$ cat src/core/rxcfg_pkg.sv
package rxcfg_pkg;

   // register offsets: the first lives in space B, the rest in space A
   localparam logic [5:0] RXCFG_ADDR_PASSIVE  = 6'h0b;
   localparam logic [5:0] RXCFG_ADDR_DEMOD    = 6'h0c;
   localparam logic [5:0] RXCFG_ADDR_GAIN1    = 6'h0d;
   localparam logic [5:0] RXCFG_ADDR_GAIN2    = 6'h0e;

   // values after reset
   localparam logic [7:0] RXCFG_RST_PASSIVE   = 8'h0c;
   localparam logic [7:0] RXCFG_RST_DEMOD     = 8'h2c;
   localparam logic [7:0] RXCFG_RST_GAIN1     = 8'hd8;
   localparam logic [7:0] RXCFG_RST_GAIN2     = 8'h00;

   // demodulator / gain control register fields
   localparam int RXCFG_BIT_DEMOD_IQ   = 7;
   localparam int RXCFG_BIT_AMD_MIXER  = 6;
   localparam int RXCFG_BIT_SQ_AUTO    = 5;
   localparam int RXCFG_BIT_SQ_RATIO   = 4;
   localparam int RXCFG_BIT_AGC_EN     = 3;
   localparam int RXCFG_BIT_AGC_WHOLE  = 2;
   localparam int RXCFG_BIT_AGC_ALG    = 1;
   localparam int RXCFG_BIT_AGC_RATIO  = 0;

   // first-stage gain register fields
   localparam int RXCFG_POS_AM_GAIN1   = 5;
   localparam int RXCFG_POS_PM_GAIN1   = 2;
   localparam int RXCFG_BIT_LF_INPUT   = 1;
   localparam int RXCFG_BIT_LF_SPLIT   = 0;

   // second-stage gain register fields
   localparam int RXCFG_POS_AM_GAIN2   = 4;
   localparam int RXCFG_POS_PM_GAIN2   = 0;

   // passive target register fields
   localparam int RXCFG_BIT_ONOFF_FD   = 7;
   localparam int RXCFG_POS_ONOFF_TC   = 5;
   localparam int RXCFG_POS_OOK_THD    = 3;
   localparam int RXCFG_POS_AMP_TC     = 1;
   localparam int RXCFG_BIT_ASK_THD    = 0;

   // first-stage gain in half-dB units
   localparam logic signed [6:0] RXCFG_GAIN1_STEP  = 7'sh05;
   localparam logic signed [6:0] RXCFG_GAIN1_BOOST = 7'sh0b;
   localparam logic [2:0]        RXCFG_GAIN1_BOOST_CODE = 3'h7;

   // later-stage gain codes
   localparam logic [3:0] RXCFG_GAIN2_MAX     = 4'ha;
   localparam logic [3:0] RXCFG_GAIN2_WIN_MAX = 4'h4;

   // detector thresholds in percent
   localparam logic [6:0] RXCFG_OOK_THR_SLOW  = 7'h37;
   localparam logic [6:0] RXCFG_OOK_THR_FAST  = 7'h50;
   localparam logic [6:0] RXCFG_OOK_STEP_SLOW = 7'h0a;
   localparam logic [6:0] RXCFG_OOK_STEP_FAST = 7'h05;
   localparam logic [6:0] RXCFG_ASK_THR_HI    = 7'h61;
   localparam logic [6:0] RXCFG_ASK_THR_LO    = 7'h5f;

   // squelch start delay after end of transmit
   localparam int         RXCFG_CLK_PERIOD_NS  = 25;
   localparam int         RXCFG_SQ_DELAY_NS    = 18880;
   localparam int         RXCFG_SQ_DELAY_CYC   =
      (RXCFG_SQ_DELAY_NS + RXCFG_CLK_PERIOD_NS - 1) / RXCFG_CLK_PERIOD_NS;
   localparam logic [9:0] RXCFG_SQ_DELAY_LAST  = 10'(RXCFG_SQ_DELAY_CYC - 1);

   // gain control window on the first subcarrier pulses
   localparam logic [3:0] RXCFG_AGC_FIRST_PULSES = 4'h8;

   typedef enum logic [1:0] {
      SQ_IDLE   = 2'b00,
      SQ_WAIT   = 2'b01,
      SQ_ACTIVE = 2'b10
   } rxcfg_sq_state_type;

endpackage : rxcfg_pkg

$ cat src/core/rxcfg_later_gain.sv
`timescale 1ns/1ps
module rxcfg_later_gain
   import rxcfg_pkg::*;
(
   // clock and reset
   input  wire logic       sys_clk,
   input  wire logic       sys_rst,
   // staged code and reload strobe
   input  wire logic [3:0] code,
   input  wire logic       load,
   // active settings
   output logic [3:0]      active_code_q,
   output logic [3:0]      window_steps_q,
   output logic [3:0]      stage_steps_q
);

   logic [3:0] clamped;

   // unused codes above the top setting behave as the top setting
   assign clamped = (code > RXCFG_GAIN2_MAX) ? RXCFG_GAIN2_MAX : code;

   // the register value only reaches the gain logic on the reload command
   always_ff @(posedge sys_clk) begin
      if (sys_rst) begin
         active_code_q  <= 4'h0;
         window_steps_q <= 4'h0;
         stage_steps_q  <= 4'h0;
      end else if (load) begin
         active_code_q  <= clamped;
         window_steps_q <= (clamped > RXCFG_GAIN2_WIN_MAX) ? RXCFG_GAIN2_WIN_MAX : clamped;
         stage_steps_q  <= (clamped > RXCFG_GAIN2_WIN_MAX) ?
                           4'(clamped - RXCFG_GAIN2_WIN_MAX) : 4'h0;
      end
   end
endmodule : rxcfg_later_gain

$ cat src/core/rxcfg_regs.sv
`timescale 1ns/1ps
// Function
// - bit 7 picks I/Q; needs mixer
// - auto squelch 18.88 us after transmit end
// - squelch ratio bit picks 1 or 6/3
// - gain control enable and whole-period select
// - gain control algorithm: preset or reset
// - gain control trigger ratio 3 or 6
// - AM first stage: full, -2.5dB steps, boost
// - PM first stage uses same coding
// - selects HF or LF receive input
// - LF differential or split to AM/PM
// - later stage codes 0h..Ah, 3dB steps
// - second-stage gains load on gain reset
// - on-off time constant and fast decay
// - on-off threshold depends on time constant
// - amplitude time constant and 97/95% threshold
module rxcfg_regs
   import rxcfg_pkg::*;
(
   // clock and reset
   input  wire logic        sys_clk,
   input  wire logic        sys_rst,
   // register access from the host port decoder
   input  wire logic        reg_space_b,
   input  wire logic [5:0]  reg_addr,
   input  wire logic        reg_wr_en,
   input  wire logic [7:0]  reg_wdata,
   input  wire logic        reg_rd_en,
   output logic [7:0]       reg_rdata_q,
   // direct command
   input  wire logic        gain_reset_cmd,
   // receive path events
   input  wire logic        tx_end,
   input  wire logic        mask_timer_at_squelch,
   input  wire logic        rx_on,
   input  wire logic        subcarrier_pulse,
   // demodulator and squelch
   output logic             demod_iq_q,
   output logic             demod_cfg_error_q,
   output logic             amd_mixer_q,
   output logic             squelch_active_q,
   output logic             squelch_ratio_high_q,
   // gain control
   output logic             agc_active_q,
   output logic             agc_reset_alg_q,
   output logic             gain_control_ratio_q,
   // first stage gain, signed half-dB
   output logic signed [6:0] am_first_stage_gain_q,
   output logic signed [6:0] pm_first_stage_gain_q,
   output logic             low_freq_input_enable_q,
   output logic             low_freq_split_mode_q,
   // later stage gain, active after reload
   output logic [3:0]       am_later_stage_gain_q,
   output logic [3:0]       am_window_steps_q,
   output logic [3:0]       am_stage_steps_q,
   output logic [3:0]       pm_later_stage_gain_q,
   output logic [3:0]       pm_window_steps_q,
   output logic [3:0]       pm_stage_steps_q,
   // passive target detectors
   output logic             onoff_fast_decay_q,
   output logic [1:0]       onoff_time_constant_q,
   output logic [6:0]       onoff_threshold_pct_q,
   output logic [1:0]       amplitude_time_constant_q,
   output logic [6:0]       amplitude_threshold_pct_q
);

   logic [7:0]          passive_target_rx_config_q;
   logic [7:0]          rx_demod_agc_config_q;
   logic [7:0]          rx_first_stage_gain_q;
   logic [7:0]          rx_second_stage_gain_q;
   logic                sel_passive;
   logic                sel_demod;
   logic                sel_gain1;
   logic                sel_gain2;
   rxcfg_sq_state_type  sq_state_q;
   logic [9:0]          sq_cnt_q;
   logic [3:0]          pulse_cnt_q;
   logic [1:0]          onoff_tc;
   logic [1:0]          ook_thd;

   assign sel_passive = reg_space_b && (reg_addr == RXCFG_ADDR_PASSIVE);
   assign sel_demod   = !reg_space_b && (reg_addr == RXCFG_ADDR_DEMOD);
   assign sel_gain1   = !reg_space_b && (reg_addr == RXCFG_ADDR_GAIN1);
   assign sel_gain2   = !reg_space_b && (reg_addr == RXCFG_ADDR_GAIN2);

   function automatic logic signed [6:0] first_gain(input logic [2:0] code);
      logic signed [6:0] g;
      g = 7'sh00;
      if (code == RXCFG_GAIN1_BOOST_CODE) begin
         g = RXCFG_GAIN1_BOOST;
      end else begin
         g = 7'(-(RXCFG_GAIN1_STEP * $signed({4'h0, code})));
      end
      return g;
   endfunction : first_gain

   // register storage
   always_ff @(posedge sys_clk) begin
      if (sys_rst) begin
         passive_target_rx_config_q <= RXCFG_RST_PASSIVE;
         rx_demod_agc_config_q      <= RXCFG_RST_DEMOD;
         rx_first_stage_gain_q      <= RXCFG_RST_GAIN1;
         rx_second_stage_gain_q     <= RXCFG_RST_GAIN2;
      end else if (reg_wr_en) begin
         if (sel_passive) passive_target_rx_config_q <= reg_wdata;
         if (sel_demod)   rx_demod_agc_config_q      <= reg_wdata;
         if (sel_gain1)   rx_first_stage_gain_q      <= reg_wdata;
         if (sel_gain2)   rx_second_stage_gain_q     <= reg_wdata;
      end
   end

   // read data stands until the next read; unmapped reads give zero
   always_ff @(posedge sys_clk) begin
      if (sys_rst) begin
         reg_rdata_q <= 8'h00;
      end else if (reg_rd_en) begin
         reg_rdata_q <= sel_passive ? passive_target_rx_config_q :
                        sel_demod   ? rx_demod_agc_config_q :
                        sel_gain1   ? rx_first_stage_gain_q :
                        sel_gain2   ? rx_second_stage_gain_q : 8'h00;
      end
   end

   // demodulator and static gain control settings
   always_ff @(posedge sys_clk) begin
      if (sys_rst) begin
         demod_iq_q           <= 1'b0;
         demod_cfg_error_q    <= 1'b0;
         amd_mixer_q          <= 1'b0;
         squelch_ratio_high_q <= 1'b0;
         agc_reset_alg_q      <= 1'b0;
         gain_control_ratio_q <= 1'b0;
      end else begin
         // I/Q without the mixer is meaningless, so it falls back to AM/PM
         demod_iq_q        <= rx_demod_agc_config_q[RXCFG_BIT_DEMOD_IQ] &&
                              rx_demod_agc_config_q[RXCFG_BIT_AMD_MIXER];
         demod_cfg_error_q <= rx_demod_agc_config_q[RXCFG_BIT_DEMOD_IQ] &&
                              !rx_demod_agc_config_q[RXCFG_BIT_AMD_MIXER];
         amd_mixer_q          <= rx_demod_agc_config_q[RXCFG_BIT_AMD_MIXER];
         squelch_ratio_high_q <= rx_demod_agc_config_q[RXCFG_BIT_SQ_RATIO];
         agc_reset_alg_q      <= rx_demod_agc_config_q[RXCFG_BIT_AGC_ALG];
         gain_control_ratio_q <= rx_demod_agc_config_q[RXCFG_BIT_AGC_RATIO];
      end
   end

   // automatic squelch sequencing
   always_ff @(posedge sys_clk) begin
      if (sys_rst) begin
         sq_state_q       <= SQ_IDLE;
         sq_cnt_q         <= 10'h000;
         squelch_active_q <= 1'b0;
      end else if (!rx_demod_agc_config_q[RXCFG_BIT_SQ_AUTO]) begin
         sq_state_q       <= SQ_IDLE;
         sq_cnt_q         <= 10'h000;
         squelch_active_q <= 1'b0;
      end else begin
         unique case (sq_state_q)
            SQ_IDLE: begin
               if (tx_end) begin
                  sq_state_q <= SQ_WAIT;
                  sq_cnt_q   <= 10'h000;
               end
            end
            SQ_WAIT: begin
               if (sq_cnt_q == RXCFG_SQ_DELAY_LAST) begin
                  sq_state_q       <= SQ_ACTIVE;
                  squelch_active_q <= 1'b1;
               end else begin
                  sq_cnt_q <= 10'(sq_cnt_q + 10'h001);
               end
            end
            SQ_ACTIVE: begin
               if (mask_timer_at_squelch) begin
                  sq_state_q       <= SQ_IDLE;
                  squelch_active_q <= 1'b0;
               end
            end
            default: begin
               sq_state_q       <= SQ_IDLE;
               squelch_active_q <= 1'b0;
            end
         endcase
      end
   end

   // subcarrier pulse count bounds the short gain control window
   always_ff @(posedge sys_clk) begin
      if (sys_rst || !rx_on) begin
         pulse_cnt_q <= 4'h0;
      end else if (subcarrier_pulse && pulse_cnt_q != RXCFG_AGC_FIRST_PULSES) begin
         pulse_cnt_q <= 4'(pulse_cnt_q + 4'h1);
      end
   end

   always_ff @(posedge sys_clk) begin
      if (sys_rst) begin
         agc_active_q <= 1'b0;
      end else begin
         agc_active_q <= rx_demod_agc_config_q[RXCFG_BIT_AGC_EN] && rx_on &&
                         (rx_demod_agc_config_q[RXCFG_BIT_AGC_WHOLE] ||
                          pulse_cnt_q != RXCFG_AGC_FIRST_PULSES);
      end
   end

   // first stage gain and input routing
   always_ff @(posedge sys_clk) begin
      if (sys_rst) begin
         am_first_stage_gain_q   <= 7'sh00;
         pm_first_stage_gain_q   <= 7'sh00;
         low_freq_input_enable_q <= 1'b0;
         low_freq_split_mode_q   <= 1'b0;
      end else begin
         am_first_stage_gain_q   <= first_gain(rx_first_stage_gain_q[RXCFG_POS_AM_GAIN1 +: 3]);
         pm_first_stage_gain_q   <= first_gain(rx_first_stage_gain_q[RXCFG_POS_PM_GAIN1 +: 3]);
         low_freq_input_enable_q <= rx_first_stage_gain_q[RXCFG_BIT_LF_INPUT];
         low_freq_split_mode_q   <= rx_first_stage_gain_q[RXCFG_BIT_LF_SPLIT];
      end
   end

   // later stage gain, one instance per channel
   rxcfg_later_gain u_am_later (
      .sys_clk        (sys_clk),
      .sys_rst        (sys_rst),
      .code           (rx_second_stage_gain_q[RXCFG_POS_AM_GAIN2 +: 4]),
      .load           (gain_reset_cmd),
      .active_code_q  (am_later_stage_gain_q),
      .window_steps_q (am_window_steps_q),
      .stage_steps_q  (am_stage_steps_q)
   );

   rxcfg_later_gain u_pm_later (
      .sys_clk        (sys_clk),
      .sys_rst        (sys_rst),
      .code           (rx_second_stage_gain_q[RXCFG_POS_PM_GAIN2 +: 4]),
      .load           (gain_reset_cmd),
      .active_code_q  (pm_later_stage_gain_q),
      .window_steps_q (pm_window_steps_q),
      .stage_steps_q  (pm_stage_steps_q)
   );

   // passive target detectors
   assign onoff_tc = passive_target_rx_config_q[RXCFG_POS_ONOFF_TC +: 2];
   assign ook_thd  = passive_target_rx_config_q[RXCFG_POS_OOK_THD +: 2];

   always_ff @(posedge sys_clk) begin
      if (sys_rst) begin
         onoff_fast_decay_q        <= 1'b0;
         onoff_time_constant_q     <= 2'h0;
         onoff_threshold_pct_q     <= 7'h00;
         amplitude_time_constant_q <= 2'h0;
         amplitude_threshold_pct_q <= 7'h00;
      end else begin
         onoff_fast_decay_q    <= passive_target_rx_config_q[RXCFG_BIT_ONOFF_FD];
         onoff_time_constant_q <= onoff_tc;
         onoff_threshold_pct_q <= (onoff_tc == 2'h0) ?
            7'(RXCFG_OOK_THR_SLOW - RXCFG_OOK_STEP_SLOW * {5'h00, ook_thd}) :
            7'(RXCFG_OOK_THR_FAST - RXCFG_OOK_STEP_FAST * {5'h00, ook_thd});
         amplitude_time_constant_q <= passive_target_rx_config_q[RXCFG_POS_AMP_TC +: 2];
         amplitude_threshold_pct_q <= passive_target_rx_config_q[RXCFG_BIT_ASK_THD] ?
                                      RXCFG_ASK_THR_LO : RXCFG_ASK_THR_HI;
      end
   end
endmodule : rxcfg_regs

$ cat config.mk
export PLATFORM = sky130hd
export DESIGN_NAME = rxcfg_regs
export DESIGN_NICKNAME = d
export VERILOG_FILES = /design/src/core/rxcfg_pkg.sv /design/src/core/rxcfg_later_gain.sv /design/src/core/rxcfg_regs.sv
export SDC_FILE = /design/constraint.sdc
export NUM_CORES = 1
export LEC_CHECK = 0
export BUFFER_PORTS_ARGS = -buffer_cell sky130_fd_sc_hd__buf_2
export CORE_MARGIN = 3
export CORE_UTILIZATION = 45
export DETAILED_ROUTE_END_ITERATION = 10
export PLACE_DENSITY = 0.78
export SYNTH_ARGS = -nofsm -noshare
export SYNTH_HDL_FRONTEND = slang
export SYNTH_SLANG_ARGS = --single-unit
$ cat constraint.sdc
create_clock -name sys_clk -period 2.16 [get_ports sys_clk]
set_input_delay 0.216 -clock sys_clk [delete_from_list [all_inputs] [get_ports sys_clk]]
set_output_delay 0.216 -clock sys_clk [all_outputs]
set_load 0.02 [all_outputs]
-- Word-level counts from Yosys, hierarchy flattened
Index checks and enable logic that the tools add are counted.
- add/subtract/negate cells: 8
- multipliers: 4
- order comparisons: 4
- equality and inequality tests: 14
- multiplexer cells: 24
- bitwise operators: 2
- reductions and logical operators: 27
- operators with widths (cell ; count):
    two-way mux 4 bit ; 8
    two-way mux 8 bit ; 4
    == test 6 x 4 -> 1 bit, second input constant ; 4
    two-way mux 10 bit ; 2
    case mux 10 bit (2 select lines) ; 1
    negation 6 -> 7 bit ; 2
    multiplier 3 x 3 -> 6 bit, first input constant ; 2
    adder 10 x 1 -> 10 bit, second input constant ; 1
    == test 10 bit, second input constant ; 1
    multiplier 3 x 2 -> 5 bit, first input constant ; 2
    logical AND 1 bit ; 9
    AND reduction 3 bit ; 3
    > comparator 4 x 3 -> 1 bit, second input constant ; 2
    > comparator 4 bit, second input constant ; 2
    != test 2 bit, second input constant ; 4
    AND reduction 2 bit ; 4
    subtractor 4 x 3 -> 4 bit, second input constant ; 2
    two-way mux 7 bit ; 1
    subtractor 6 x 6 -> 7 bit, first input constant ; 1
    subtractor 7 x 5 -> 7 bit, first input constant ; 1
    == test 3 bit, second input constant ; 2
    two-way mux 2 bit ; 3
    two-way mux 6 bit ; 1
    case mux 2 bit (3 select lines) ; 1
    12 further kinds ; 20
- register bits: 123
- input port bits: 24
- output and inout bits: 75
- word-level logic and storage cells: 116

-- Logic depth before layout (Yosys ltp)
Gate-level depths: netlist (run 1).
- depth after elaboration: 6
- depth in mapped cells: 9
- mapped depth without buffers: 9

-- Modules after synthesis
A second synthesis (run 1) with hierarchy kept.
- cell total of the unflattened synthesis: 523
- area, all modules: 5029.8 µm²
- modules (own cells, without submodules) (module ; times used ; cells each ; area each (µm²) ; sequential area each (µm²)):
    rxcfg_regs ; 1 ; 423 ; 4036.4 ; 1901.8
    rxcfg_later_gain ; 2 ; 50 ; 496.7 ; 240.2

-- Worst setup path after synthesis (run 1)
Ideal clock, no wire load.
- kind: register -> register
- start point: register rx_first_stage_gain_q[7]
- end point: register am_first_stage_gain_q[5]
- setup time: 115 ps
- data arrival time: 1629 ps
- data required time: 2045 ps
- slack: 415 ps
- stages on the path, launching flop included: 10
- buffers on the path: 0
- clock period less this slack: 1745 ps
- cells stage by stage: dfxtp_1 -> ha_1 -> inv_1 -> ha_1 -> inv_1 -> ha_1 -> o21bai_1 -> a21oi_1 -> xnor2_1 -> nor2_1
- longest elaborated chain between the ends: 2
- elaborated cells between the ends (all ways): 4
- those cells by class: add/sub: 1; mul: 1; eq/ne: 1; reduce/logical: 1
- RTL lines (item ; line ; text):
    from (decl) ; rxcfg_regs.sv:70 ; logic [7:0] rx_first_stage_gain_q;
    from (signal assigned) ; rxcfg_regs.sv:108 ; if (sel_gain1) rx_first_stage_gain_q <= reg_wdata;
    multiplier 3 x 3 -> 6 bit or == test 3 bit (tied branches) ; rxcfg_regs.sv:93, rxcfg_regs.sv:90 ;
    negation 6 -> 7 bit or OR reduction 2 bit (tied branches) ; - ;
    to (signal assigned) ; rxcfg_regs.sv:214 ; am_first_stage_gain_q <= first_gain(rx_first_stage_gain_q[RXCFG_POS_AM_GAIN1 +: 3]);
    to (decl) ; rxcfg_regs.sv:49 ; output logic signed [6:0] am_first_stage_gain_q,
Parallel ways exist; a longest one is shown, timed or not.
A chain may end at the register's enable or synchronous reset.

-- Worst setup path in the final report (run 1)
Ends and elaborated chain as after synthesis.

==> results.py, run 1 <==
metrics = {
    "critical_path": {
        "cp_cell_sequence": "ha_1 > inv_1 > ha_1 > inv_1 > ha_1 > o21bai_1 > a21oi_1 > xnor2_1 > nor2_1",
        "end_kind": "register",
        "cp_num_buf_inv": 2,
        "cp_slowest_cell": "dfxtp_1",
        "arrival_ps": 2320,
        "criticalPathCategory": "reg -> reg",
        "cpPeakStageDelay_ps": 460,
        "critPathLaunchType": "register",
        "path_common_cell": "ha_1",
        "critPathTopFamily": "adder cells",
        "crit_required_ps": 2560,
        "path_max_fanout": 7,
    },
    "placed_design": {
        "io_buffers": 98,
        "dp_hpwl_mm": 8.40,
        "globalplace.congestion": 0.829,
        "dpl_cell_area_mm2": 0.00555,
        "dp_cells": 743,
        "pre_cts_ws_ps": 227,
    },
    "routing": {
        "via_per_inst": 5.21,
        "dr.pass1.iters": 5,
        "first_iter_violations": 337,
        "wire_per_inst_um": 15.0,
        "ant_nets": 0,
        "drc": 0,
        "vias": 4055,
        "wl_mm": 11.7,
    },
    "synthesis": {
        "ys_types": 52,
        "ys_ff_latch": 119,
        "synth.net_count": 582,
        "synth.top_cell.area_share": 0.478,
        "syn_inst": 531,
        "synthFlopType": "dfxtp_1",
        "synth.largest_area_cell": "dfxtp_1",
        "async_flop_share": 0,
        "ys_warn_count": 0,
        "ys_top_cells_by_area": "dfxtp_1 (48%), ha_1 (6.8%), mux2i_1 (6.0%)",
        "synth_edf_count": 0,
        "syn-mean-instance-area_um2": 9.38,
        "synth.cell_area_mm2": 0.00498,
        "yosysSeqAreaShare": 0.478,
    },
    "run_status": {
        "status": "finished clean",
    },
    "global_routing": {
        "antenna_found_initial": 0,
        "grt_pass1_vias": 4068,
        "grt_pass1_wl_mm": 19.6,
        "gr-total-overflow": 0,
        "grt_use_total": 0.194,
        "grt_max_degree": 56,
    },
    "timing": {
        "min_period_ps": 1920,
        "timing.final.ws_setup_ps": 241,
        "rsz0062_at_grt": "no",
        "finalClockSkew_ps": 6.74,
        "finalMaxSlewViolations": 0,
        "period_share": 0.888,
        "hold_violations": 0,
        "setup_viol": 0,
        "fin_setup_tns_ps": 0,
        "slew_headroom": 0.588,
        "max_freq_ghz": 0.521,
        "tightestPinTransition_ps": 616,
    },
    "cells_and_area": {
        "mostFrequentLayoutCells": "dfxtp_1 (118), buf_2 (98), nor2_1 (64)",
        "drive_gt1_frac": 0.230,
        "n_antenna_cell": 0,
        "multi_input_area_mm2": 0.00234,
        "instances_no_fill": 779,
        "areaGrowthSynthToFinish_pct": 24.4,
        "regArea_mm2": 0.00238,
        "final_util": 0.587,
        "nNetsFinal": 682,
        "stdcell_area_mm2": 0.00619,
        "mostFrequentLayoutCell": "dfxtp_1",
        "fill_cells": 896,
    },
    "clock_tree": {
        "clk_pin_slew_worst_paths_ps": 60,
        "clk_root_buffer_cell": "clkbuf_8",
        "clkLatencyLatePin_ps": 520,
        "cts_setup_buffers": 0,
        "cts_tree": "built",
        "htree_levels": 4,
        "cts_max_path_buffers": 2,
        "clock-sinks": 119,
        "cts_made_buffers": 17,
    },
    "floorplanning": {
        "die_x_um": 111,
        "core_mm2": 0.0106,
        "row_count": 37,
        "ioPinCount": 99,
        "die_h_um": 111,
        "die_area_mm2": 0.0124,
        "initial_core_util": 0.472,
    },
    "pwr": {
        "powerDensity_mw_per_mm2": 850,
        "ir_drop_uv": 404,
        "leakagePower_nw": 2.73,
    },
    "flow_run": {
        "cap_violations": 0,
    },
    "worst_hold_path": {
        "hold_path.class": "in -> reg",
    },
}
-- flip-flops by register name, summed over array words and instances (netlist names), 7 cells and up --
signal and cells:
sq_cnt_q 10, passive_target_rx_config_q 8, reg_rdata_q 8, rx_demod_agc_config_q 8, rx_first_stage_gain_q 8, rx_second_stage_gain_q 8
am_first_stage_gain_q 7, onoff_threshold_pct_q 7, pm_first_stage_gain_q 7
-- kinds of logic (layout without fill, tap and decap cells) --
kind of cell	after synthesis	in the layout	synth area share
adder cells (fa/ha/maj)	27	27	0.0678
buffers and inverters	61	173	0.0525
AND/OR/NAND/NOR	179	179	0.184
flip-flops	119	119	0.478
multiplexers	30	30	0.0603
AO/OA/AOI/OAI	100	100	0.130
XOR/XNOR	15	15	0.0264
-- worst paths after layout --
| check | start | endpoint | slack, ps | cells past startpoint |
|---|---|---|---|---|
| worst max-delay path | rx_first_stage_gain_q[7] | am_first_stage_gain_q[5] | 240 | 9 |
| worst min-delay path | rx_on | pulse_cnt_q[3] | 30 | 3 |
| worst max register to register | rx_first_stage_gain_q[7] | am_first_stage_gain_q[5] | 240 | 9 |
| worst min register to register | passive_target_rx_config_q[0] | amplitude_threshold_pct_q[5] | 440 | 1 |
-- synth_stat cells (all sizes together), types with 3 or more instances --
library cell,n
a31oi,4
a21oi,40
nor3b,5
nand3b,3
nor2b,15
inv,32
a21o,4
o32ai,8
nor3,12
xnor2,13
nand2,35
o21ai,10
dfxtp,119
o21bai,3
buf,13
nor4,3
mux2i,30
o31ai,8
and2,4
a211oi,5
nand3,10
nand4,4
nor2,64
o22a,8
nand2b,14
ha,27
clkbuf,16
-- what timing repair did --
action / CTS / global route
hold buffers: 5 / 0
gates resized for setup: 0 / 1
setup endpoints to repair: 0 / 1
hold endpoints to repair: 6 / 0
-- power by group --
part / total [W] / internal (W) / switching (W)
logic: 0.000249 / 0.0000871 / 0.000161
registers: 0.00224 / 0.00222 / 0.0000145
clock network: 0.00278 / 0.00176 / 0.00102
total: 0.00526 / 0.00407 / 0.00120
-- cell type report --
cell class,count,area share
flip-flops and latches,119,0.385
multi-input cells,351,0.377
repair buffers,110,0.0957
clock buffers,17,0.0669
clock inverters,14,0.0287
well taps,136,0.0275
inverters,32,0.0194
-- worst min-delay path, stage by stage --
cell	delay (ps)
buf_2	80
nand2_1	110
nor2_1	110
-- through the flow --
stage	hold slack [ps]	total power, W
finish	33.5	0.00526
CTS	4.33	0.00531
global placement	425	0.00252
detailed placement	439	0.00252
global route	7.43	0.00544
floorplan	341	0.00244
-- metal layers --
layer | track usage | vias to the layer above | share of wire
met2 | 0.326 | 106 | 0.50
met3 | 0.0633 | 14 | 0.056
met4 | 0.0519 | 0 | 0.0087
met5 | 0 | - | 0
li1 | - | 2034 | -
met1 | 0.239 | 1901 | 0.44
No activity file was read; power rests on OpenSTA's default activity.
==> inputs of run 2 (changes only) <==
--- a/config.mk
+++ b/config.mk
@@ -5,11 +5,11 @@
 export SDC_FILE = /design/constraint.sdc
 export NUM_CORES = 1
 export LEC_CHECK = 0
-export BUFFER_PORTS_ARGS = -buffer_cell sky130_fd_sc_hd__buf_2
 export CORE_MARGIN = 3
 export CORE_UTILIZATION = 45
 export DETAILED_ROUTE_END_ITERATION = 10
-export PLACE_DENSITY = 0.78
+export DONT_BUFFER_PORTS = 1
+export PLACE_DENSITY = 0.71
 export SYNTH_ARGS = -nofsm -noshare
 export SYNTH_HDL_FRONTEND = slang
 export SYNTH_SLANG_ARGS = --single-unit
==> results.py, run 2 (synthesis gave the netlist of run 1 again) <==
metrics = {
    "run_status": {
        "status": "finished clean",
    },
    "global_routing": {
        "grt_use_total": 0.188,
        "antenna_found_initial": 1,
        "gr-total-overflow": 0,
        "grt_pass1_wl_mm": 18.8,
        "grt_max_degree": 83,
        "grt_pass1_vias": 3765,
    },
    "cells_and_area": {
        "multi_input_area_mm2": 0.00234,
        "fill_cells": 919,
        "max_flop_register": "sq_cnt_q",
        "final_util": 0.559,
        "areaGrowthSynthToFinish_pct": 18.4,
        "largest_register_ffs": 10,
        "mostFrequentLayoutCells": "dfxtp_1 (119), nor2_1 (64), a21oi_1 (40)",
        "drive_gt1_frac": 0.0884,
        "nNetsFinal": 592,
        "mostFrequentLayoutCell": "dfxtp_1",
        "regArea_mm2": 0.00238,
        "instances_no_fill": 692,
    },
    "routing": {
        "wl_mm": 11.3,
        "wire_per_inst_um": 16.4,
        "dr.pass1.iters": 6,
        "first_iter_violations": 237,
        "via_per_inst": 5.37,
        "vias": 3719,
        "drc": 0,
        "ant_nets": 0,
    },
    "timing": {
        "finalClockSkew_ps": 5.07,
        "finalMaxSlewViolations": 0,
        "period_share": 0.910,
        "max_freq_ghz": 0.509,
        "min_period_ps": 1970,
        "hold_violations": 0,
        "rsz0062_at_grt": "no",
        "slew_headroom": 0.315,
        "setup_viol": 0,
        "fin_setup_tns_ps": 0,
        "tightestPinTransition_ps": 1020,
    },
    "pwr": {
        "cellInternalPower_w": 0.00449,
        "sw_frac_of_total": 0.201,
        "pwr-share-seq": 0.404,
        "p_comb_frac": 0.032,
        "leakagePower_nw": 2.33,
        "powerDensity_mw_per_mm2": 953,
        "ir_drop_uv": 569,
        "power.switching_w": 0.00113,
        "power.share.clock": 0.563,
    },
    "floorplanning": {
        "die_x_um": 111,
        "die_h_um": 111,
        "row_count": 37,
        "ioPinCount": 99,
        "initial_core_util": 0.472,
        "core_mm2": 0.0106,
        "die_area_mm2": 0.0124,
    },
    "critical_path": {
        "end_kind": "register",
        "criticalPathCategory": "reg -> reg",
        "critPathLaunchType": "register",
        "arrival_ps": 2370,
        "crit_required_ps": 2560,
        "path_max_fanout": 7,
    },
    "placed_design": {
        "dp_hpwl_mm": 7.86,
        "dp_cells": 643,
        "globalplace.congestion": 0.824,
        "io_buffers": 0,
    },
    "clock_tree": {
        "cts_made_buffers": 17,
        "clkLatencyLatePin_ps": 510,
        "clk_pin_slew_worst_paths_ps": 60,
        "htree_levels": 4,
        "cts_hold_buf": 15,
        "cts_tree": "built",
        "cts_max_path_buffers": 2,
        "cts_setup_buffers": 0,
        "ctsResizeCount": 0,
        "clk_root_buffer_cell": "clkbuf_8",
        "clock-sinks": 119,
    },
    "flow_run": {
        "cap_violations": 0,
    },
    "worst_hold_path": {
        "hold_path.class": "in -> reg",
    },
}
## run 2: final cells by class
| type | instances | share of cell area |
|---|---|---|
| Antenna cell | 2 | 0.000849 |
| Clock buffer | 20 | 0.0772 |
| Clock inverter | 12 | 0.0376 |
| Inverter | 32 | 0.0204 |
| Multi-Input combinational cell | 351 | 0.396 |
| Sequential cell | 119 | 0.404 |
| Tap cell | 136 | 0.0289 |
| Timing Repair Buffer | 20 | 0.0348 |
## run 2: path summary, 6_finish.rpt
| check | slack [ps] | start | to | depth (start not counted) |
|---|---|---|---|---|
| setup / recovery | 190 | rx_first_stage_gain_q[7] | am_first_stage_gain_q[5] | 9 |
| hold / removal | 40 | subcarrier_pulse | pulse_cnt_q[0] | 3 |
| setup reg to reg | 190 | rx_first_stage_gain_q[7] | am_first_stage_gain_q[5] | 9 |
| hold reg to reg | 430 | passive_target_rx_config_q[0] | amplitude_threshold_pct_q[5] | 1 |
## run 2: metrics by stage
step	total power (W)	hold WS, ps	instance area (um2)	worst slack (ps)
final	0.00562	43.2	5900	194
after global routing	0.00577	46.0	5890	79.7
after detailed placement	0.00243	294	5050	216
after global placement	0.00243	291	5050	335
after CTS	0.00565	26.4	5890	210
after floorplan	0.00244	341	4980	415
## run 2: critical path, stage by stage (launching register included)
cell and delay, ps:
dfxtp_1 480, ha_1 210, inv_1 40, ha_1 300, inv_1 60, ha_1 320, o21bai_1 80, a21oi_1 170
xnor2_1 130, nor2_1 50
## run 2: power groups by stage
stage                     sequential [W]  combinational (W)  clock, W
after floorplan                  0.00231           0.000125         0
after global placement           0.00232           0.000109         0
after detailed placement         0.00232           0.000111         0
after CTS                        0.00227           0.000181   0.00320
after global routing             0.00227           0.000200   0.00330
final                            0.00227           0.000181   0.00317
## run 2: metal layers
layer / vias to the layer above / global-route usage / routed length, um
met3: 21 / 0.0584 / 524
li1: 1837 / - / -
met5: - / 0 / 0
met1: 1781 / 0.219 / 5010
met4: 0 / 0.0811 / 248
met2: 80 / 0.317 / 5540
